===== src/enable_brake_map.svh =====
// Offsets, reset values and timing constants of the enable and brake sequencer
`ifndef ENABLE_BRAKE_MAP_SVH
`define ENABLE_BRAKE_MAP_SVH
`define EB_CLK_HZ 20000000
`define EB_TICK_US 1000
`define EB_TICK_CYCLES ((`EB_CLK_HZ / 1000000) * `EB_TICK_US)
`define EB_OFS_CTRL 8'h00
`define EB_OFS_DEBOUNCE 8'h04
`define EB_OFS_TORQUE 8'h08
`define EB_OFS_BRAKE 8'h0C
`define EB_OFS_READY 8'h10
`define EB_OFS_MOTOR_OFF 8'h14
`define EB_OFS_STATUS 8'h18
`define EB_DEBOUNCE_MS_RST 16'h0005
`define EB_DELAY_MS_RST 16'h0000
`define EB_CTRL_RST 8'h00
`define EB_CTRL_LOWBUS_CLR 8
`define EB_ST_STATE_LSB 0
`define EB_ST_EN_BIT 8
`define EB_ST_LOWBUS_BIT 9
`define EB_ST_POWER_BIT 10
`define EB_ST_BRAKE_BIT 11
`define EB_ST_READY_BIT 12
`endif


===== src/enable_brake_pkg.sv =====
// Types shared by the enable and brake sequencer
`default_nettype none
package enable_brake_pkg;
  typedef enum logic [5:0] {
    ST_OFF = 6'b00_0001,
    ST_WAIT_TORQUE = 6'b00_0010,
    ST_WAIT_BRAKE = 6'b00_0100,
    ST_WAIT_READY = 6'b00_1000,
    ST_RUN = 6'b01_0000,
    ST_STOPPING = 6'b10_0000
  } seq_state_t;
  typedef logic [15:0] ms_count_t;
endpackage
`default_nettype wire


===== src/enable_brake_sequencer.sv =====
// Enable, torque, brake and ready sequencer with AHB-Lite registers
//
// Decided for this implementation: register access over AHB-Lite and the register offsets.
`default_nettype none
`include "enable_brake_map.svh"
module enable_brake_sequencer #(
  parameter int TICK_CYCLES = `EB_TICK_CYCLES,
  parameter int N_OUTPUTS = 8
) (
  input wire logic clk_sys_i,
  input wire logic rst_n_i,
  input wire logic hsel_i,
  input wire logic [7:0] haddr_i,
  input wire logic [1:0] htrans_i,
  input wire logic hwrite_i,
  input wire logic [2:0] hsize_i,
  input wire logic [31:0] hwdata_i,
  input wire logic hready_i,
  output logic [31:0] hrdata_o,
  output logic hreadyout_o,
  output logic hresp_o,
  input wire logic enable_in_i,
  input wire logic bus_voltage_ok_i,
  output logic power_stage_on_o,
  output logic brake_release_o,
  output logic drive_ready_o,
  output logic [N_OUTPUTS-1:0] gen_out_o
);
  import enable_brake_pkg::*;

  logic tick;
  logic en_db;
  seq_state_t state_reg, state_next;
  ms_count_t cnt_reg, cnt_next;
  ms_count_t debounce_reg, debounce_next;
  ms_count_t torque_dly_reg, torque_dly_next;
  ms_count_t brake_dly_reg, brake_dly_next;
  ms_count_t ready_dly_reg, ready_dly_next;
  ms_count_t off_dly_reg, off_dly_next;
  logic [N_OUTPUTS-1:0] brake_map_reg, brake_map_next;
  logic lowbus_reg, lowbus_next;
  logic power_reg, power_next;
  logic brake_reg, brake_next;
  logic ready_reg, ready_next;
  logic [N_OUTPUTS-1:0] gen_reg, gen_next;
  logic wr_pend_reg, wr_pend_next;
  logic [7:0] addr_reg, addr_next;
  logic [31:0] rdata_reg, rdata_next;

  ms_debouncer #(
    .TICK_CYCLES(TICK_CYCLES)
  ) u_debounce (
    .clk_sys_i(clk_sys_i),
    .rst_n_i(rst_n_i),
    .raw_i(enable_in_i),
    .debounce_ms_i(debounce_reg),
    .tick_o(tick),
    .stable_o(en_db)
  );

  function automatic logic [31:0] status_word(seq_state_t st, logic en, logic lb, logic pw, logic br, logic rd);
    logic [31:0] w;
    w = 32'h0000_0000;
    w[`EB_ST_STATE_LSB +: 6] = st;
    w[`EB_ST_EN_BIT] = en;
    w[`EB_ST_LOWBUS_BIT] = lb;
    w[`EB_ST_POWER_BIT] = pw;
    w[`EB_ST_BRAKE_BIT] = br;
    w[`EB_ST_READY_BIT] = rd;
    return w;
  endfunction

  // Sequencer
  always_comb begin
    state_next = state_reg;
    cnt_next = cnt_reg;
    power_next = power_reg;
    brake_next = brake_reg;
    ready_next = ready_reg;
    lowbus_next = lowbus_reg;
    if (tick) begin
      cnt_next = cnt_reg + 16'h0001;
    end
    case (state_reg)
      ST_OFF: begin
        cnt_next = 16'h0000;
        if (en_db) begin
          state_next = ST_WAIT_TORQUE;
        end
      end
      ST_WAIT_TORQUE: begin
        if (cnt_reg >= torque_dly_reg) begin
          state_next = ST_WAIT_BRAKE;
          power_next = 1'b1;
          cnt_next = 16'h0000;
        end
      end
      ST_WAIT_BRAKE: begin
        if (cnt_reg >= brake_dly_reg) begin
          brake_next = 1'b1;
          state_next = ST_WAIT_READY;
        end
      end
      ST_WAIT_READY: begin
        // Ready delay counts from power on, same origin as the brake delay
        if (cnt_reg >= brake_dly_reg) begin
          brake_next = 1'b1;
        end
        if (cnt_reg >= ready_dly_reg && cnt_reg >= brake_dly_reg) begin
          ready_next = 1'b1;
          state_next = ST_RUN;
        end
      end
      ST_RUN: begin
        cnt_next = 16'h0000;
      end
      ST_STOPPING: begin
        if (cnt_reg >= off_dly_reg) begin
          power_next = 1'b0;
          state_next = ST_OFF;
          cnt_next = 16'h0000;
        end
      end
      default: begin
        state_next = ST_OFF;
        power_next = 1'b0;
        brake_next = 1'b0;
        ready_next = 1'b0;
      end
    endcase
    // Enable loss wins over any step of the start sequence
    if (!en_db && state_reg != ST_OFF && state_reg != ST_STOPPING) begin
      brake_next = 1'b0;
      ready_next = 1'b0;
      cnt_next = 16'h0000;
      state_next = power_reg ? ST_STOPPING : ST_OFF;
      power_next = power_reg;
    end
    // Set wins over software clear
    if (wr_pend_reg && addr_reg == `EB_OFS_CTRL && hwdata_i[`EB_CTRL_LOWBUS_CLR]) begin
      lowbus_next = 1'b0;
    end
    if (state_reg == ST_WAIT_TORQUE && power_next && !bus_voltage_ok_i) begin
      lowbus_next = 1'b1;
    end
  end

  // Brake mirrored onto any selected general output
  always_comb begin
    gen_next = brake_map_reg & {N_OUTPUTS{brake_next}};
  end

  // AHB-Lite slave, zero wait states
  always_comb begin
    wr_pend_next = 1'b0;
    addr_next = addr_reg;
    rdata_next = rdata_reg;
    debounce_next = debounce_reg;
    torque_dly_next = torque_dly_reg;
    brake_dly_next = brake_dly_reg;
    ready_dly_next = ready_dly_reg;
    off_dly_next = off_dly_reg;
    brake_map_next = brake_map_reg;
    if (wr_pend_reg) begin
      case (addr_reg)
        `EB_OFS_CTRL: brake_map_next = hwdata_i[N_OUTPUTS-1:0];
        `EB_OFS_DEBOUNCE: debounce_next = hwdata_i[15:0];
        `EB_OFS_TORQUE: torque_dly_next = hwdata_i[15:0];
        `EB_OFS_BRAKE: brake_dly_next = hwdata_i[15:0];
        `EB_OFS_READY: ready_dly_next = hwdata_i[15:0];
        `EB_OFS_MOTOR_OFF: off_dly_next = hwdata_i[15:0];
        default: begin
        end
      endcase
    end
    if (hsel_i && hready_i && htrans_i[1]) begin
      addr_next = {haddr_i[7:2], 2'b00};
      wr_pend_next = hwrite_i;
      case ({haddr_i[7:2], 2'b00})
        `EB_OFS_CTRL: rdata_next = 32'(brake_map_reg);
        `EB_OFS_DEBOUNCE: rdata_next = {16'h0000, debounce_reg};
        `EB_OFS_TORQUE: rdata_next = {16'h0000, torque_dly_reg};
        `EB_OFS_BRAKE: rdata_next = {16'h0000, brake_dly_reg};
        `EB_OFS_READY: rdata_next = {16'h0000, ready_dly_reg};
        `EB_OFS_MOTOR_OFF: rdata_next = {16'h0000, off_dly_reg};
        `EB_OFS_STATUS: rdata_next = status_word(state_reg, en_db, lowbus_reg, power_reg, brake_reg, ready_reg);
        default: rdata_next = 32'h0000_0000;
      endcase
    end
  end

  always_ff @(posedge clk_sys_i or negedge rst_n_i) begin
    if (!rst_n_i) begin
      state_reg <= ST_OFF;
      cnt_reg <= 16'h0000;
      power_reg <= 1'b0;
      brake_reg <= 1'b0;
      ready_reg <= 1'b0;
      lowbus_reg <= 1'b0;
      gen_reg <= '0;
      wr_pend_reg <= 1'b0;
      addr_reg <= 8'h00;
      rdata_reg <= 32'h0000_0000;
      debounce_reg <= `EB_DEBOUNCE_MS_RST;
      torque_dly_reg <= `EB_DELAY_MS_RST;
      brake_dly_reg <= `EB_DELAY_MS_RST;
      ready_dly_reg <= `EB_DELAY_MS_RST;
      off_dly_reg <= `EB_DELAY_MS_RST;
      brake_map_reg <= '0;
    end else begin
      state_reg <= state_next;
      cnt_reg <= cnt_next;
      power_reg <= power_next;
      brake_reg <= brake_next;
      ready_reg <= ready_next;
      lowbus_reg <= lowbus_next;
      gen_reg <= gen_next;
      wr_pend_reg <= wr_pend_next;
      addr_reg <= addr_next;
      rdata_reg <= rdata_next;
      debounce_reg <= debounce_next;
      torque_dly_reg <= torque_dly_next;
      brake_dly_reg <= brake_dly_next;
      ready_dly_reg <= ready_dly_next;
      off_dly_reg <= off_dly_next;
      brake_map_reg <= brake_map_next;
    end
  end

  assign hrdata_o = rdata_reg;
  assign hreadyout_o = 1'b1;
  assign hresp_o = 1'b0;
  assign power_stage_on_o = power_reg;
  assign brake_release_o = brake_reg;
  assign drive_ready_o = ready_reg;
  assign gen_out_o = gen_reg;
endmodule
`default_nettype wire


===== src/ms_debouncer.sv =====
// Millisecond tick generator and debouncer for the enable input
`default_nettype none
`include "enable_brake_map.svh"
module ms_debouncer #(
  parameter int TICK_CYCLES = `EB_TICK_CYCLES
) (
  input wire logic clk_sys_i,
  input wire logic rst_n_i,
  input wire logic raw_i,
  input wire enable_brake_pkg::ms_count_t debounce_ms_i,
  output logic tick_o,
  output logic stable_o
);
  import enable_brake_pkg::*;
  logic [15:0] pre_reg, pre_next;
  logic tick_reg, tick_next;
  ms_count_t db_reg, db_next;
  logic stable_reg, stable_next;

  always_comb begin
    pre_next = pre_reg + 16'h0001;
    tick_next = 1'b0;
    if (pre_reg == 16'(TICK_CYCLES - 1)) begin
      pre_next = 16'h0000;
      tick_next = 1'b1;
    end
    db_next = db_reg;
    stable_next = stable_reg;
    // A bounce restarts the interval, so only a steady level is taken
    if (raw_i == stable_reg) begin
      db_next = 16'h0000;
    end else if (db_reg >= debounce_ms_i) begin
      stable_next = raw_i;
      db_next = 16'h0000;
    end else if (tick_reg) begin
      db_next = db_reg + 16'h0001;
    end
  end

  always_ff @(posedge clk_sys_i or negedge rst_n_i) begin
    if (!rst_n_i) begin
      pre_reg <= 16'h0000;
      tick_reg <= 1'b0;
      db_reg <= 16'h0000;
      stable_reg <= 1'b0;
    end else begin
      pre_reg <= pre_next;
      tick_reg <= tick_next;
      db_reg <= db_next;
      stable_reg <= stable_next;
    end
  end

  assign tick_o = tick_reg;
  assign stable_o = stable_reg;
endmodule
`default_nettype wire


===== config.mk =====
export PLATFORM = sky130hd
export DESIGN_NAME = enable_brake_sequencer
export DESIGN_NICKNAME = d
export VERILOG_FILES = /design/src/enable_brake_pkg.sv /design/src/enable_brake_sequencer.sv /design/src/ms_debouncer.sv
export VERILOG_INCLUDE_DIRS = /design/src /design/src/src
export SDC_FILE = /design/constraint.sdc
export NUM_CORES = 1
export LEC_CHECK = 0
export ABC_AREA = 0
export ABC_CLOCK_PERIOD_IN_PS = 2110
export BUFFER_PORTS_ARGS = -buffer_cell sky130_fd_sc_hd__buf_2
export CAP_MARGIN = 15
export CORE_MARGIN = 2
export CORE_UTILIZATION = 35
export CTS_BUF_LIST = sky130_fd_sc_hd__clkbuf_2
export DETAILED_ROUTE_END_ITERATION = 8
export GPL_TIMING_DRIVEN = 0
export MAX_ROUTING_LAYER = met4
export PLACE_DENSITY = 0.62
export SLEW_MARGIN = 10
export SYNTH_ARGS = -nofsm -noshare
export SYNTH_HDL_FRONTEND = slang
export SYNTH_SLANG_ARGS = --single-unit

===== constraint.sdc =====
create_clock -name clk_sys_i -period 2.11 [get_ports clk_sys_i]
set_input_delay 0.211 -clock clk_sys_i [delete_from_list [all_inputs] [get_ports clk_sys_i]]
set_output_delay 0.211 -clock clk_sys_i [all_outputs]
set_load 0.03 [all_outputs]

# After elaboration in Yosys (flattened, before gate mapping)

Cells that the tools add are included.
W data, S select, Z words.

Register bits: 195
Bits of input ports: 52
Output and inout port bits: 45
Logic and storage cells: 119

Add/subtract/negate cells: 3
Order comparisons: 5
Equal/unequal tests: 28
Multiplexer cells: 32
Bitwise logic cells: 2
Reductions and logical operators: 29

Operator list:

| cell                    | number |
|---|---|
| $mux W16                | 8 |
| $pmux W16 S7            | 1 |
| $ge A16 B16 Y1          | 5 |
| $add A16 B1 Y16 const B | 3 |
| $pmux W16 S3            | 1 |
| $mux W6                 | 7 |
| $eq A6 B3 Y1 const B    | 6 |
| $pmux W6 S6             | 1 |
| $eq A6 B2 Y1 const B    | 5 |
| $eq A6 B1 Y1 const B    | 3 |
| $eq A16 B15 Y1 const B  | 1 |
| $reduce_and A2 Y1       | 8 |
| $ne A3 B3 Y1 const B    | 4 |
| $mux W1                 | 11 |
| $logic_and A1 B1 Y1     | 9 |
| $and A8 B8 Y8           | 1 |
| $logic_not A8 Y1        | 1 |
| $reduce_or A4 Y1        | 2 |
| $eq A6 B4 Y1 const B    | 1 |
| $eq A6 B5 Y1 const B    | 1 |
| $eq A6 B6 Y1 const B    | 1 |
| $logic_not A6 Y1        | 1 |
| $ne A6 B1 Y1 const B    | 1 |
| $ne A6 B6 Y1 const B    | 1 |
| other kinds (13)        | 16 |

# Logic depth before layout (Yosys ltp)

Word-level depth: 7
Mapped depth: 10
Mapped depth without buffers: 9

# Cells and area by module

A second synthesis with hierarchy kept.

Cell total of the unflattened synthesis: 1026
Area, all modules: 10324.9 um^2

Modules (own cells, without submodules):

| module                 | instances | cells each | area each (um^2) | seq. area each (um^2) |
|---|---|---|---|---|
| enable_brake_sequencer | 1         | 826        | 8319.2           | 3632.2 |
| ms_debouncer           | 1         | 200        | 2005.7           | 850.8 |

# Worst setup path after synthesis

Ideal clock, no wire load.

Path kind: register to register
From: reg cnt_reg[0]
To: reg state_reg[1]
Setup time: 128 ps
Data arrival time: 2204 ps
Data required time: 1982 ps
Slack: -222 ps
Stages on the path, launching flop included: 10
Buffers on the path: 0
Cell sequence: dfrtp_1 inv_1 ha_1 nand2b_1 a211oi_1 o211ai_1 a311o_1 o21ai_1 a31oi_2 mux2_1

Word-level cells in the longest chain between the ends: 4
Elaborated cells between the ends (all ways): 10

RTL lines:

| element                                  | line                                                        | source |
|---|---|---|
| start: declaration                       | enable_brake_sequencer.sv:34                                | `ms_count_t cnt_reg, cnt_next;` |
| start signal: assignment                 | enable_brake_sequencer.sv:212                               | `cnt_reg <= cnt_next;` |
| $ge A16 B16 Y1, on equally long branches | enable_brake_sequencer.sv:109, enable_brake_sequencer.sv:99 |  |
| $logic_and A1 B1 Y1                      | enable_brake_sequencer.sv:109                               | `if (cnt_reg >= ready_dly_reg && cnt_reg >= brake_dly_reg) begin` |
| $ne A3 B3 Y1 (no line)                   | n/a                                                         |  |
| $reduce_and A6 Y1 (no line) *            | n/a                                                         |  |
| end signal: assignment                   | enable_brake_sequencer.sv:211                               | `state_reg <= state_next;` |
| end: declaration                         | enable_brake_sequencer.sv:33                                | `seq_state_t state_reg, state_next;` |

Mark *: on every way between the ends. The rest lies on a longest branch, timed or not.
A chain may end at the register's enable or synchronous reset.

# Worst setup path in the final report

Same ends and word-level chain as after synthesis.

==> summary.txt <==
Run status
  • Status: finished, violations left
  • Failing checks: negative setup slack

Critical path
  • WP data required: 2.80 ns
  • Crit end category: flip-flop
  • Setup CP Type: reg2reg
  • Number of cells on the critical path: 9
  • Crit path from: cnt_reg[0]
  • CP top delay family: compound AO/OA/AOI/OAI gates
  • Worst Path Arrival: 3.19 ns
  • Crit-path max FO: 4
  • Worst Setup Start Kind: flip-flop
  • Worst Path Buf+Inv: 1
  • Slowest-stage cell, CP: dfrtp_1
  • CP Cell Sequence: inv_4 -> ha_4 -> nand2b_4 -> a211oi_2 -> o211ai_1 -> a311o_2 -> o21ai_2 -> a31oi_2 -> mux2_4
  • R2r startpoint: cnt_reg[0]
  • Worst Reg-to-Reg Cells: 9
  • Worst path max stage delay: 0.49 ns

Logic synthesis
  • Cells after synthesis: roughly 1000
  • Warnings from Yosys: 0
  • Synth async-reset ratio: between 90% and 100%
  • Syn avg cell area: 10.0 sq um
  • Number of synthesized flops with an enable pin: 0
  • Unique cell type count in the Yosys netlist: 77
  • Flop and latch count out of synthesis: approximately 180
  • Seq/Total Area, Yosys: approximately 44%
  • Cell Area, Synth: 0.0102 sq mm
  • Synth Flop Type: dfrtp_1

Timing
  • Final WS setup: -0.393 ns
  • Least-Margin Pin Slew: just over 0.8 ns
  • WHS: 0.119 ns
  • Final hold vios: 0
  • Peak Freq: roughly 400 MHz
  • Setup Skew: 0.0422 ns
  • Tcrit/Tclk final: 119%
  • Worst relative slew slack: 45.2%
  • Slew Limit Fails: 0
  • RSZ-0062 raised after global routing: true
  • Final number of setup-violating endpoints: 32
  • Final worst path period need: ~2.5 ns

Pwr
  • Max rail drop VDD: 0.310 mV
  • Pleak: ~0.0059 uW
  • Pwr Density: 609 mW/mm^2

Global routing
  • Largest net degree at the start of global routing: 94
  • Grt ovf: 0
  • Vias in the first global route: 7743
  • Initial antenna violation count: 1
  • Tot GR Track Use: 17.7%
  • First-pass GRT wire length: 41.3 mm

Final layout
  • Core Util, Final: 42.8%
  • Commonest non-fill, non-tap cell in the layout: dfrtp_1
  • Layout area overhead: 20.5%
  • Area of the multi-input gates: about 0.0055 sq mm
  • Layout cell share with drive strength beyond 1: 27.4%
  • Most frequent cells in the layout: 167 x dfrtp_1, 93 x nand2_1, 81 x inv_1, 77 x ha_1, 71 x mux2_2
  • Nets: around 1300
  • Post-route cell area: 0.0122 sq mm
  • Fillers: 2724
  • Storage cell area: 0.00449 sq mm

Floorplanning
  • CORE AREA: 0.0286 sq mm
  • Die Wd: 174 um
  • Starting density of the core: 35.5%
  • Ports: 97
  • Full die area: 0.0304 sq mm
  • # rows: 62
  • Chip height: 174 um

Worst hold path
  • Hold depth: 4
  • Worst Hold Class: in2reg
  • HP Start: htrans_i[1]

Placed design
  • Dpl cell area: 0.0110 sq mm
  • I/O Buffers: between 50 and 60
  • Hpwl dp: 19.0 mm
  • Routability congestion estimate from global placement: 0.879

Clock network
  • CTS Sinks: 179
  • CTS H-tree depth: 4
  • Clk Latency, worst-skew pair: 0.78 ns
  • Num CTS Buffers: 17
  • Clk root buf: clkbuf_2
  • Maximum root-to-sink buffer count: 2
  • CTS tree: done
  • Worst-path clk slew: 0.30 ns

Detailed routing
  • DRT iter0 DRCs: 460
  • DRT Pass-1 Iters: 5
  • Total number of vias: 7895
  • # DRC: 0
  • DRT Wirelength: around 26 mm
  • Post-route ant nets: 0
  • Via-to-Cell Ratio: 5.05
  • DR WL/cell: 16.4 um

Job
  • Max-cap violations: 0
worst reg2reg max path: stages (launching register included):
cell and delay [ns]:
dfrtp_1 0.49, inv_4 0.12, ha_4 0.20, nand2b_4 0.13
a211oi_2 0.23, o211ai_1 0.19, a311o_2 0.46, o21ai_2 0.19
a31oi_2 0.12, mux2_4 0.31
cell usage after synthesis (all sizes together), types with 4 or more instances:
cell | n | area share (%)
mux2i | 24 | 2.4
o221ai | 6 | 0.52
nand4 | 19 | 1.2
inv | 83 | 3.1
mux2 | 72 | 8.0
and3 | 10 | 0.62
a21oi | 45 | 2.3
buf | 31 | 2.0
o211ai | 5 | 0.37
a211oi | 6 | 0.44
nor2 | 81 | 3.1
nand2 | 98 | 3.7
nand3 | 26 | 1.3
a21o | 8 | 0.59
ha | 83 | 10
xor2 | 29 | 2.5
dfrtp | 176 | 43
o21ai | 81 | 4.0
nand2b | 5 | 0.31
a221o | 5 | 0.49
xnor2 | 15 | 1.3
clkbuf | 21 | 0.78
nor2b | 6 | 0.37
and2 | 8 | 0.49
a22o | 4 | 0.34
nor3b | 4 | 0.34
nor3 | 9 | 0.54
final cells by class:
type,instances,share of cell area [%]
well taps,384,3.92
clock buffers,17,0.695
clock inverters,15,1.11
flip-flops and latches,179,36.7
diodes,1,0.0204
repair buffers,119,7.37
inverters,83,2.56
plain buffers,51,2.47
multi-input cells,715,45.1
layer usage:
layer	part of all wire [%]	global-route usage (%)
met4	2.1	4.66
met3	4.2	2.58
met1	48	24.1
met5	0	-
met2	46	27.7
stage by stage:
step | setup slack [ns] | TNS [ns] | cells | total power (uW)
finish | -0.393 | -7.72 | 1564 | 7450
global placement | -2.17 | -408.92 | 1469 | 5280
floorplan | -0.0908 | -0.0908 | 1029 | 4860
detailed placement | -0.909 | -29.59 | 1470 | 5320
global route | -0.427 | -9.49 | 1564 | 7880
CTS | -0.391 | -7.11 | 1557 | 7390
path summary, 6_finish.rpt:
path / slack, ns / to
worst min register to register: 0.49 / u_debounce.pre_reg[4]
min in group asynchronous: 0.52 / gen_out_o[0]
max in group asynchronous: 0.66 / cnt_reg[5]
worst max-delay path: -0.39 / state_reg[1]
worst min-delay path: 0.12 / wr_pend_reg
worst max register to register: -0.39 / state_reg[1]
power breakdown:
part / internal, uW / total [uW] / switching (uW)
sequential: 3690 / 3890 / 201
clock: 376 / 1760 / 1380
combinational: 784 / 1810 / 1020
total: 4850 / 7450 / 2600
logic make-up (layout without fill, tap and decap cells):
kind of cell / Yosys count / after routing / synth area share [%]
AND/OR/NAND/NOR: 287 / 287 / 13.8
AO/OA/AOI/OAI: 187 / 187 / 11.7
flip-flops: 179 / 179 / 44.1
buffers and inverters: 135 / 285 / 5.89
multiplexers: 96 / 96 / 10.3
adder cells (fa/ha/maj): 83 / 83 / 10.2
XOR/XNOR: 44 / 44 / 3.79
other: 2 / 19 / 0.0739
repair_timing:
| action | in CTS | in global routing |
|---|---|---|
| pin swaps | 25 | 32 |
| hold endpoints to repair | 290 | 0 |
| resized for setup | 57 | 61 |
| hold buffers | 31 | 0 |
| setup endpoints to repair | 104 | 95 |
| gates cloned | 1 | 1 |
| setup buffers | 24 | 6 |
Power figures use the tool's default switching activity.
